==> src/rtl/usm_consts.vh <==
/*
  Constants for the serial transceiver in master SPI mode: register offsets,
  field positions, reset values and mode codes.
  Assumes inclusion by usm_top.v only; definitions only.
*/
`ifndef USM_CONSTS_VH
`define USM_CONSTS_VH
`define USM_OFF_STAT 8'hC0
`define USM_OFF_CTLB 8'hC1
`define USM_OFF_CTLC 8'hC2
`define USM_OFF_DIVL 8'hC4
`define USM_OFF_DIVH 8'hC5
`define USM_OFF_DATA 8'hC6
`define USM_CTLC_RESET 8'h06
`define USM_BIT_RXC 7
`define USM_BIT_TXC 6
`define USM_BIT_DRE 5
`define USM_BIT_RXEN 4
`define USM_BIT_TXEN 3
`define USM_BIT_ORDER 2
`define USM_BIT_PHASE 1
`define USM_BIT_POL 0
`define USM_MODE_SPI 2'h3
`define USM_DIV_W 12
`define USM_FRAME_BITS 4'h8
`endif

==> src/rtl/usm_top.v <==
/*
  Serial transceiver operating as a master SPI: Wishbone classic slave,
  12-bit baud generator, double-buffered transmit, two-level receive buffer.
  Assumes one 125 MHz clock, synchronous active-high reset, and a serial
  input that is synchronous to clk_i.
*/
`timescale 1ns/1ns
`include "usm_consts.vh"
module usm_top
(
  input wire clk_i,
  input wire rst_i,
  input wire cyc_i,
  input wire stb_i,
  input wire we_i,
  input wire [7:0] adr_i,
  input wire [3:0] sel_i,
  input wire [31:0] dat_i,
  output reg [31:0] dat_o,
  output reg ack_o,
  output reg sclk_o,
  output reg sclk_oe_o,
  output reg sdo_o,
  output reg sdo_oe_o,
  input wire sdi_i
);
  reg [7:0] ctlb_r;
  reg [7:0] ctlc_r;
  reg [11:0] div_r;
  reg [11:0] pre_r;
  reg txc_r;
  reg [7:0] txbuf_r;
  reg txfull_r;
  reg [7:0] sh_r;
  reg busy_r;
  reg [3:0] bits_r;
  reg half_r;
  reg [7:0] rxq0_r;
  reg [7:0] rxq1_r;
  reg [1:0] rxcnt_r;
  reg [7:0] rxsh_r;
  reg rx_en_frame_r;
  // Every request is answered, even a write that sel_i[0] masks
  wire req = cyc_i & stb_i & ~ack_o;
  wire wr = req & we_i & sel_i[0];
  wire rd = req & ~we_i;
  wire spi_mode = (ctlc_r[7:6] == `USM_MODE_SPI);
  wire pol = ctlc_r[`USM_BIT_POL];
  wire pha = ctlc_r[`USM_BIT_PHASE];
  wire lsb_first = ctlc_r[`USM_BIT_ORDER];
  wire txen = ctlb_r[`USM_BIT_TXEN];
  wire rxen = ctlb_r[`USM_BIT_RXEN];
  wire wr_data = wr & (adr_i == `USM_OFF_DATA);
  wire rd_data = rd & (adr_i == `USM_OFF_DATA) & sel_i[0];
  wire tick = busy_r & (pre_r == 12'h000);
  // Leading half-edge: sample in phase 0, setup in phase 1
  wire lead_edge = tick & ~half_r;
  wire trail_edge = tick & half_r;
  wire sample_ev = pha ? trail_edge : lead_edge;
  wire shift_ev = pha ? lead_edge : trail_edge;
  wire last_bit = (bits_r == `USM_FRAME_BITS - 4'h1);
  wire frame_done = trail_edge & last_bit;
  wire load_now = spi_mode & txen & txfull_r & (~busy_r | frame_done);
  wire [7:0] rx_bits = lsb_first ? {sdi_i, rxsh_r[7:1]} : {rxsh_r[6:0], sdi_i};
  // Phase 0 takes its last sample half a period before the frame ends
  wire [7:0] rx_byte = pha ? rx_bits : rxsh_r;

  function [0:0] out_bit;
    input [7:0] v;
    input lsb;
    begin
      out_bit = lsb ? v[0] : v[7];
    end
  endfunction

  function [7:0] shift_next;
    input [7:0] v;
    input lsb;
    begin
      shift_next = lsb ? {1'b0, v[7:1]} : {v[6:0], 1'b0};
    end
  endfunction

  // Register bus: one-cycle answer, ack for one cycle
  always @(posedge clk_i)
  begin
    if (rst_i)
    begin
      ack_o <= 1'b0;
      dat_o <= 32'h00000000;
    end
    else
    begin
      ack_o <= req;
      dat_o <= 32'h00000000;
      if (rd)
      begin
        case (adr_i)
          // Error flags stay zero in this mode
          `USM_OFF_STAT: dat_o[7:0] <= {(rxcnt_r != 2'h0), txc_r, ~txfull_r, 5'h00};
          `USM_OFF_CTLB: dat_o[7:0] <= ctlb_r;
          `USM_OFF_CTLC: dat_o[7:0] <= ctlc_r;
          `USM_OFF_DIVL: dat_o[7:0] <= div_r[7:0];
          `USM_OFF_DIVH: dat_o[7:0] <= {4'h0, div_r[11:8]};
          `USM_OFF_DATA: dat_o[7:0] <= rxq0_r;
          default: dat_o <= 32'h00000000;
        endcase
      end
    end
  end

  // Control registers; register locations are common to all modes
  always @(posedge clk_i)
  begin
    if (rst_i)
    begin
      ctlb_r <= 8'h00;
      ctlc_r <= `USM_CTLC_RESET;
      div_r <= 12'h000;
    end
    else if (wr)
    begin
      case (adr_i)
        `USM_OFF_CTLB: ctlb_r <= {3'h0, dat_i[4:3], 3'h0};
        `USM_OFF_CTLC: ctlc_r <= dat_i[7:0];
        `USM_OFF_DIVL: div_r[7:0] <= dat_i[7:0];
        `USM_OFF_DIVH: div_r[11:8] <= dat_i[3:0];
        default: ctlb_r <= ctlb_r;
      endcase
    end
  end

  // Prescaler: tick every div+1 clocks, two ticks per serial period
  always @(posedge clk_i)
  begin
    if (rst_i)
      pre_r <= 12'h000;
    else if (wr & (adr_i == `USM_OFF_DIVL))
      pre_r <= {div_r[11:8], dat_i[7:0]};
    else if (~busy_r | (pre_r == 12'h000))
      pre_r <= div_r;
    else
      pre_r <= pre_r - 12'h001;
  end

  // Common transfer controller; no parity or clock recovery exists here
  always @(posedge clk_i)
  begin
    if (rst_i)
    begin
      txbuf_r <= 8'h00;
      txfull_r <= 1'b0;
      sh_r <= 8'h00;
      busy_r <= 1'b0;
      bits_r <= 4'h0;
      half_r <= 1'b0;
      txc_r <= 1'b0;
      rx_en_frame_r <= 1'b0;
    end
    else
    begin
      if (load_now)
      begin
        sh_r <= txbuf_r;
        busy_r <= 1'b1;
        bits_r <= 4'h0;
        half_r <= 1'b0;
        rx_en_frame_r <= rxen;
      end
      else if (frame_done)
      begin
        busy_r <= 1'b0;
        bits_r <= 4'h0;
        half_r <= 1'b0;
      end
      else if (tick)
      begin
        half_r <= ~half_r;
        if (half_r)
          bits_r <= bits_r + 4'h1;
        if (shift_ev & ~(pha & ~half_r & (bits_r == 4'h0)))
          sh_r <= shift_next(sh_r, lsb_first);
      end
      // Buffer empties on load; a write refills it even in the same cycle
      if (wr_data)
      begin
        txbuf_r <= dat_i[7:0];
        txfull_r <= 1'b1;
      end
      else if (load_now)
        txfull_r <= 1'b0;
      // Complete only when both buffer and shifter are drained
      if (frame_done & ~txfull_r)
        txc_r <= 1'b1;
      else if (wr & (adr_i == `USM_OFF_STAT) & dat_i[`USM_BIT_TXC])
        txc_r <= 1'b0;
    end
  end

  // Receive path: two-level queue, newest byte dropped when full
  always @(posedge clk_i)
  begin
    if (rst_i | ~rxen)
    begin
      rxsh_r <= 8'h00;
      rxq0_r <= 8'h00;
      rxq1_r <= 8'h00;
      rxcnt_r <= 2'h0;
    end
    else
    begin
      if (sample_ev)
        rxsh_r <= rx_bits;
      if (frame_done & rx_en_frame_r & rd_data)
      begin
        case (rxcnt_r)
          2'h1: rxq0_r <= rx_byte;
          2'h2: rxq0_r <= rxq1_r;
          default: rxq0_r <= rx_byte;
        endcase
        if (rxcnt_r == 2'h2)
          rxq1_r <= rx_byte;
        if (rxcnt_r == 2'h0)
          rxcnt_r <= 2'h1;
      end
      else if (frame_done & rx_en_frame_r)
      begin
        if (rxcnt_r == 2'h0)
          rxq0_r <= rx_byte;
        else if (rxcnt_r == 2'h1)
          rxq1_r <= rx_byte;
        if (rxcnt_r != 2'h2)
          rxcnt_r <= rxcnt_r + 2'h1;
      end
      else if (rd_data & (rxcnt_r != 2'h0))
      begin
        rxq0_r <= rxq1_r;
        rxcnt_r <= rxcnt_r - 2'h1;
      end
    end
  end

  // Pins: first bit from the buffer on load in phase 0, the rest from the shifter
  always @(posedge clk_i)
  begin
    if (rst_i)
    begin
      sclk_o <= 1'b0;
      sclk_oe_o <= 1'b0;
      sdo_o <= 1'b1;
      sdo_oe_o <= 1'b0;
    end
    else
    begin
      sclk_oe_o <= spi_mode & txen;
      sdo_oe_o <= spi_mode & txen;
      // Polarity 0: leading edge rises; polarity 1 inverts it
      if (busy_r & ~(load_now | frame_done))
        sclk_o <= pol ^ (half_r ^ tick);
      else
        sclk_o <= pol;
      // Phase 1 samples on the trailing edge, so sdo must not move there
      if (load_now)
      begin
        if (~pha)
          sdo_o <= out_bit(txbuf_r, lsb_first);
      end
      else if (shift_ev & ~frame_done)
      begin
        if (pha & ~half_r & (bits_r == 4'h0))
          sdo_o <= out_bit(sh_r, lsb_first);
        else
          sdo_o <= out_bit(shift_next(sh_r, lsb_first), lsb_first);
      end
      else if (~busy_r | (frame_done & ~pha))
        sdo_o <= 1'b1;
    end
  end
endmodule

==> config.mk <==
export PLATFORM = sky130hd
export DESIGN_NAME = usm_top
export DESIGN_NICKNAME = d
export VERILOG_FILES = /design/src/rtl/usm_top.v
export VERILOG_INCLUDE_DIRS = /design/src /design/src/rtl
export SDC_FILE = /design/constraint.sdc
export NUM_CORES = 1
export LEC_CHECK = 0
export CAP_MARGIN = 20
export CORE_ASPECT_RATIO = 0.5
export CORE_UTILIZATION = 40
export CTS_BUF_LIST = sky130_fd_sc_hd__clkbuf_4 sky130_fd_sc_hd__clkbuf_8
export CTS_CLUSTER_SIZE = 30
export DETAILED_ROUTE_END_ITERATION = 16
export DONT_BUFFER_PORTS = 1
export PLACE_DENSITY_LB_ADDON = 0.1
export SYNTH_ARGS = -nofsm -noshare
export SYNTH_HDL_FRONTEND = slang
export SYNTH_SLANG_ARGS = --single-unit
==> constraint.sdc <==
create_clock -name clk_i -period 8.17 [get_ports clk_i]
set_clock_uncertainty 0.1 [all_clocks]
set_input_delay 0.817 -clock clk_i [delete_from_list [all_inputs] [get_ports clk_i]]
set_output_delay 0.817 -clock clk_i [all_outputs]
set_load 0.005 [all_outputs]
==> flow_metrics.py, run 1 <==
metrics = {
    "status": {
        "status": "complete, no violations",
    },
    "place": {
        "dp.cells": 743,
        "gp_congestion": 0.7863,
        "port-buffer-count": 0,
        "dp_hpwl_um": 9008,
    },
    "worst_hold_path": {
        "holdPathStages": 2,
        "hold_class": "reg2reg",
        "hold_start": "txbuf_r[6]",
    },
    "floorplan": {
        "row_count": 29,
        "fp.dieW_um": 163.5,
        "ios": 87,
        "start_util_pct": 41.08,
        "core_area_um2": 12700,
        "die_area_um2": 13530,
        "die_h_um": 82.76,
    },
    "setup_path": {
        "crit_fanout": 11,
        "crit_arrival_ns": 4.07,
        "r2r-start": "pre_r[0]",
        "startpoint": "pre_r[0]",
        "startpoint_type": "flip-flop",
        "cp-end-kind": "flip-flop",
        "worst_ep_required_time_ns": 8.35,
        "critPathKind": "reg2reg",
        "r2r_cells": 12,
    },
    "run": {
        "drv_cap": 0,
    },
    "sta": {
        "fmax_mhz": 257.3,
        "hold_violations": 0,
        "hold_ws_ns": 0.3567,
        "finalSetupViolations": 0,
        "timing_worst_slew_pin_value_ns": 1.059,
        "slew_headroom_pct": 28.89,
        "post-route-period-util_pct": 47.57,
        "setup_tns_ns": 0,
        "rsz0062_at_grt": "no",
        "min_period_ns": 3.887,
        "drv_slew": 0,
    },
    "finish": {
        "drive_above_1_share_pct": 9.677,
        "diodes": 0,
        "instances_no_fill": 759,
        "nets": 644,
        "areaGrowthSynthToFinish_pct": 3.429,
    },
    "clocking": {
        "post_cts_buffers": 0,
        "cts-buffers-inserted": 9,
        "cts_sinks": 97,
        "clock_latency_ns": 0.38,
        "cts_buffer_depth": 2,
        "cts.clk_slew.worst_paths_ns": 0.11,
        "hold_buffers": 0,
        "cts-root-buf": "clkbuf_8",
        "cts-resized-gates": 0,
        "htree_levels": 3,
        "cts_tree": "done",
    },
    "power": {
        "power_w": 0.0008137,
        "ir_drop_mv": 0.07043,
        "p_per_area_nw_per_um2": 150.8,
        "leakagePower_nw": 2.151,
    },
    "route": {
        "drc": 0,
        "avgViaCountPerCell": 5.341,
        "dr.pass1.iters": 4,
        "vias": 4054,
        "drtIter0Drc": 259,
        "ant_nets": 0,
        "wire_per_inst_um": 16.70,
        "drt-total-wl_um": 12670,
    },
    "logic_synthesis": {
        "synthCells": 608,
        "synth_cell_type_count": 62,
        "synth_edf_count": 0,
        "avgSynthCellArea_um2": 8.581,
        "syn_area_um2": 5218,
        "ys_ff_latch": 97,
        "yosysSeqAreaShare_pct": 37.22,
        "synth_area_leaders": "dfxtp_1, mux2i_1, nor2_1, nand2_1, a21oi_1",
        "synth_top_area_share_pct": 37.22,
        "yosysWarnings": 0,
        "synthArstFlopShare_pct": 0,
        "yosys.area.top_type": "dfxtp_1",
        "ys.flop_type": "dfxtp_1",
    },
    "grt": {
        "grt_pass1_vias": 3641,
        "antenna_found_initial": 0,
        "grt_pass1_wl_um": 20270,
        "grt_max_degree": 59,
        "grt_remaining_overflow": 0,
        "grt_use_total_pct": 19.67,
    },
}
registers in the layout (all words and copies together), names as in the netlist, 2 cells and up:
name and count:
div_r 12, pre_r 12, ctlc_r 8, dat_o 8, rxq0_r 8, rxq1_r 8
rxsh_r 8, sh_r 8, txbuf_r 8, bits_r 4, ctlb_r 2, rxcnt_r 2
final timing paths:
check | to | slack [ns]
min | txbuf_r[6] | 0.36
max reg2reg | sh_r[5] | 4.28
min reg2reg | txbuf_r[6] | 0.36
max | sh_r[5] | 4.28
cells in the final DEF (no fill, tap or decap), drive strengths merged, types with 3 or more instances in the layout:
cell type,Yosys,layout
nor3,8,8
a21oi,43,43
dfxtp,97,97
ha,10,10
o211a,8,8
conb,1,24
clkbuf,26,9
a22oi,3,3
xor2,8,8
nor2,84,84
xnor2,6,6
clkinvlp,0,4
mux4,4,4
a221o,8,8
nand2,68,68
a21o,17,17
o211ai,8,8
nand4,6,6
nor2b,3,3
nand3,13,13
nand2b,8,8
nor4,3,3
buf,35,3
a211oi,15,15
o21ai,11,11
nor4b,4,4
inv,16,17
mux2i,36,36
and2,6,6
a31oi,4,4
mux2,18,18
area by class of cell:
cell class | instances | area [µm²]
multi-input cells | 457 | 2955
well taps | 170 | 212.7
flip-flops and latches | 97 | 1942
repair buffers | 3 | 22.52
clock buffers | 9 | 123.9
clock inverters | 7 | 80.08
fillers | 1288 | 7303
inverters | 16 | 60.06
power by group:
group	internal, W	switching [W]
sequential	0.000473	0.000000234
clock	0.000144	0.000185
combinational	0.00000492	0.00000719
critical path, cell delays in order, from the launching register on:
cell,delay (ns)
dfxtp_1,0.33
inv_1,0.10
ha_1,0.15
nor4b_1,0.52
and4_1,0.37
and2_1,0.26
ha_1,0.35
nand4b_1,0.28
a21oi_1,0.44
buf_4,0.27
a31o_2,0.32
mux2i_1,0.24
nor2_1,0.06
cells by family (layout without fill, tap and decap cells):
logic type	count (synthesis)	count (layout)	synth area share, %
flops	97	97	37.22
fa+ha+maj	10	10	2.398
xor+xnor	14	14	2.350
simple gates	219	219	20.00
buf+inv	77	35	7.794
other cells	1	24	0.07187
mux	58	58	12.52
compound gates	132	132	17.65
Yosys cell counts, types with 11 or more instances:
| master | number |
|---|---|
| a211oi_1 | 15 |
| a21o_1 | 13 |
| a21oi_1 | 41 |
| buf_4 | 25 |
| clkbuf_1 | 26 |
| dfxtp_1 | 97 |
| inv_1 | 16 |
| mux2_2 | 18 |
| mux2i_1 | 36 |
| nand2_1 | 68 |
| nand3_1 | 13 |
| nor2_1 | 84 |
| o21ai_0 | 11 |
metrics by stage:
| step | worst slack (ns) | instance area, µm² | utilization [%] |
|---|---|---|---|
| 3_3_place_gp | 4.321 | 5192 | 40.89 |
| 4_1_cts | 4.299 | 5396 | 42.49 |
| 5_1_grt | 4.096 | 5396 | 42.49 |
| 3_5_place_dp | 4.352 | 5192 | 40.89 |
| 2_1_floorplan | 4.922 | 5304 | - |
| 6_report | 4.283 | 5396 | 42.49 |
routing by layer:
metal / global-route usage, % / vias up / part of all wire [%]
li1: - / 2042 / -
met1: 27.68 / 1919 / 51
met2: 30.59 / 84 / 44
met3: 4.496 / 9 / 4.6
met4: 4.259 / 0 / 0.75
met5: 0 / - / 0
Power figures use the tool's default switching activity.
==> run 2: changes to the inputs <==
clock period = 3.5 ns   (was 8.17 ns; I/O delays follow)
==> run 2 against run 1 <==
  * Hold slack worse by 0.34 ns
  * Core utilization is 1.4 points higher
  * Critical path type unchanged
  * Non-clock buffer count increased by 20
  * Sequential share of layout area decreased by 1.1 points
  * Worst setup slack lost 4.0 ns
  * Maximum frequency is 19% higher
  * Routed wire length rose by 2.3%
  * Largest power group unchanged
  * Design area rose by 3.3%
  * Cell count rose by 2.6%
  * Sequential power rose by 130%
  * Highest routed layer unchanged
==> flow_metrics.py, run 2 (synthesized netlist as in run 1, its figures left out) <==
metrics = {
    "status": {
        "status": "complete, no violations",
    },
    "route": {
        "avgViaCountPerCell": 5.377,
        "wire_per_inst_um": 16.64,
        "ant_nets": 0,
        "drt-total-wl_um": 12960,
        "drc": 0,
        "dr.pass1.iters": 8,
        "vias": 4189,
        "drtIter0Drc": 292,
    },
    "setup_path": {
        "crit_path_cell_trace": "inv_1, ha_1, nor4b_2, and4_1, and2_1, ha_1, and4b_1, nand2_1, or4_4, a21o_2, a21oi_1",
        "crit_buf_inv": 1,
        "cp-end-kind": "flip-flop",
        "max_stage_delay_ns": 0.57,
        "critPathKind": "reg2reg",
        "crit_fanout": 16,
        "crit_top_cell": "ha_1",
        "cp_slowest_cell": "or4_4",
        "path_delay_family": "simple AND/OR/NAND/NOR gates",
        "worst_ep_required_time_ns": 3.69,
        "startpoint_type": "flip-flop",
        "crit_arrival_ns": 3.45,
    },
    "place": {
        "port-buffer-count": 0,
        "gp_congestion": 0.7772,
        "dp_hpwl_um": 9105,
        "dp.cells": 754,
    },
    "finish": {
        "regArea_um2": 1942,
        "layout_common_cells": "dfxtp_1, nor2_1, nand2_1",
        "diodes": 0,
        "instances_no_fill": 779,
        "drive_above_1_share_pct": 11.49,
        "nFillCells": 1277,
        "areaGrowthSynthToFinish_pct": 6.835,
        "nets": 664,
        "final_common_cell": "dfxtp_1",
        "multi_input_area_um2": 2962,
        "top_regs": "div_r (12), pre_r (12)",
    },
    "floorplan": {
        "fp.dieW_um": 163.5,
        "die_area_um2": 13530,
        "ios": 87,
        "die_h_um": 82.76,
        "row_count": 29,
        "start_util_pct": 41.08,
        "core_area_um2": 12700,
    },
    "sta": {
        "timing_worst_slew_pin_value_ns": 0.8372,
        "post-route-period-util_pct": 93.11,
        "fmax_mhz": 306.9,
        "min_period_ns": 3.259,
        "setup_tns_ns": 0,
        "hold_violations": 0,
        "drv_slew": 0,
        "rsz0062_at_grt": "no",
        "finalSetupViolations": 0,
        "slew_headroom_pct": 43.88,
    },
    "power": {
        "power.switching_w": 0.0004781,
        "switching_share_pct": 25.52,
        "p_per_area_nw_per_um2": 336.0,
        "combPwrFrac_pct": 2.7,
        "p_int_w": 0.001395,
        "seq_power_share_pct": 58.9,
        "leakagePower_nw": 2.257,
        "ir_drop_mv": 0.2027,
        "clkPwrFrac_pct": 38.3,
    },
    "clocking": {
        "cts_sinks": 97,
        "cts-root-buf": "clkbuf_8",
        "clock_latency_ns": 0.38,
        "htree_levels": 3,
        "cts_buffer_depth": 2,
        "post_cts_buffers": 0,
        "cts_tree": "done",
        "cts-buffers-inserted": 9,
        "cts.clk_slew.worst_paths_ns": 0.11,
    },
    "grt": {
        "antenna_found_initial": 0,
        "grt_pass1_vias": 3731,
        "grt_max_degree": 57,
        "grt_use_total_pct": 20.23,
        "grt_pass1_wl_um": 20940,
        "grt_remaining_overflow": 0,
    },
    "run": {
        "drv_cap": 0,
    },
    "worst_hold_path": {
        "hold_class": "in2reg",
    },
}
-- run 2: cell count changes in the layout (fill, tap and decap cells not counted) --
cell,change
bufinv_16,-1
clkinv_4,+1
clkinvlp_4,-2
inv_6,+2
nor4b_1,-1
buf_16,+1
nor4b_2,+1
buf_4,+11
dlygate4sd3_1,+8
-- run 2: per-layer routing --
metal  vias up  GRT usage, %  wire (µm)
li1       2079             -          -
met1      2009         29.28       6660
met2        90         31.02       5695
met3        11         3.946        497
met4         0         4.074        110
met5         -             0          0
-- run 2: repair_timing --
| item | CTS | global route |
|---|---|---|
| endpoints found under the setup margin | 0 | 16 |
| gates resized for setup | 0 | 1 |
| hold endpoints to repair | 57 | 0 |
| hold buffers | 9 | 0 |
-- run 2: final cells by class --
type / count / area share [%]
Multi-Input combinational cell: 457 / 53.13
Sequential cell: 97 / 34.84
Timing Repair Buffer: 23 / 3.816
Tap cell: 170 / 3.816
Clock buffer: 9 / 2.222
Clock inverter: 7 / 1.100
Inverter: 16 / 1.077
-- run 2: power groups by stage --
stage               Clock (W)  Sequential [W]  Combinational [W]
finish               0.000718         0.00110          0.0000512
detailed placement          0         0.00113          0.0000280
floorplan                   0         0.00113          0.0000594
CTS                  0.000739         0.00110          0.0000509
global route         0.000795         0.00110          0.0000574
global placement            0         0.00113          0.0000281
-- run 2: worst paths after layout --
kind,startpoint,to,slack [ns],depth (start not counted)
hold reg to reg,txbuf_r[2],txbuf_r[2],0.36,2
hold / removal,stb_i,ack_o,0.02,2
setup reg to reg,pre_r[0],rxq1_r[0],0.24,11
setup / recovery,pre_r[0],rxq1_r[0],0.24,11
-- run 2: worst reg2reg max path, delay by kind of cell (launching register included) --
kind,cells,cell delay [ns]
AOI/OAI and AO/OA,2,0.38
adders and majority gates,2,0.36
buffers and inverters,1,0.09
DFF,1,0.33
and+or+nand+nor,6,1.91
-- run 2: metrics by stage --
| step | setup slack, ns | power [W] | hold WS [ns] | util [%] | area, µm² |
|---|---|---|---|---|---|
| 4_1_cts | 0.1321 | 0.001895 | 0.00006417 | 43.84 | 5568 |
| 5_1_grt | 0.04087 | 0.001957 | 0.003517 | 43.89 | 5574 |
| 6_report | 0.2413 | 0.001873 | 0.01853 | 43.89 | 5574 |
| 2_1_floorplan | 0.2521 | 0.001189 | 0.3284 | - | 5304 |
| 3_5_place_dp | 0.1841 | 0.001158 | 0.3289 | 41.54 | 5275 |
| 3_3_place_gp | 0.2301 | 0.001158 | 0.3265 | 41.54 | 5275 |
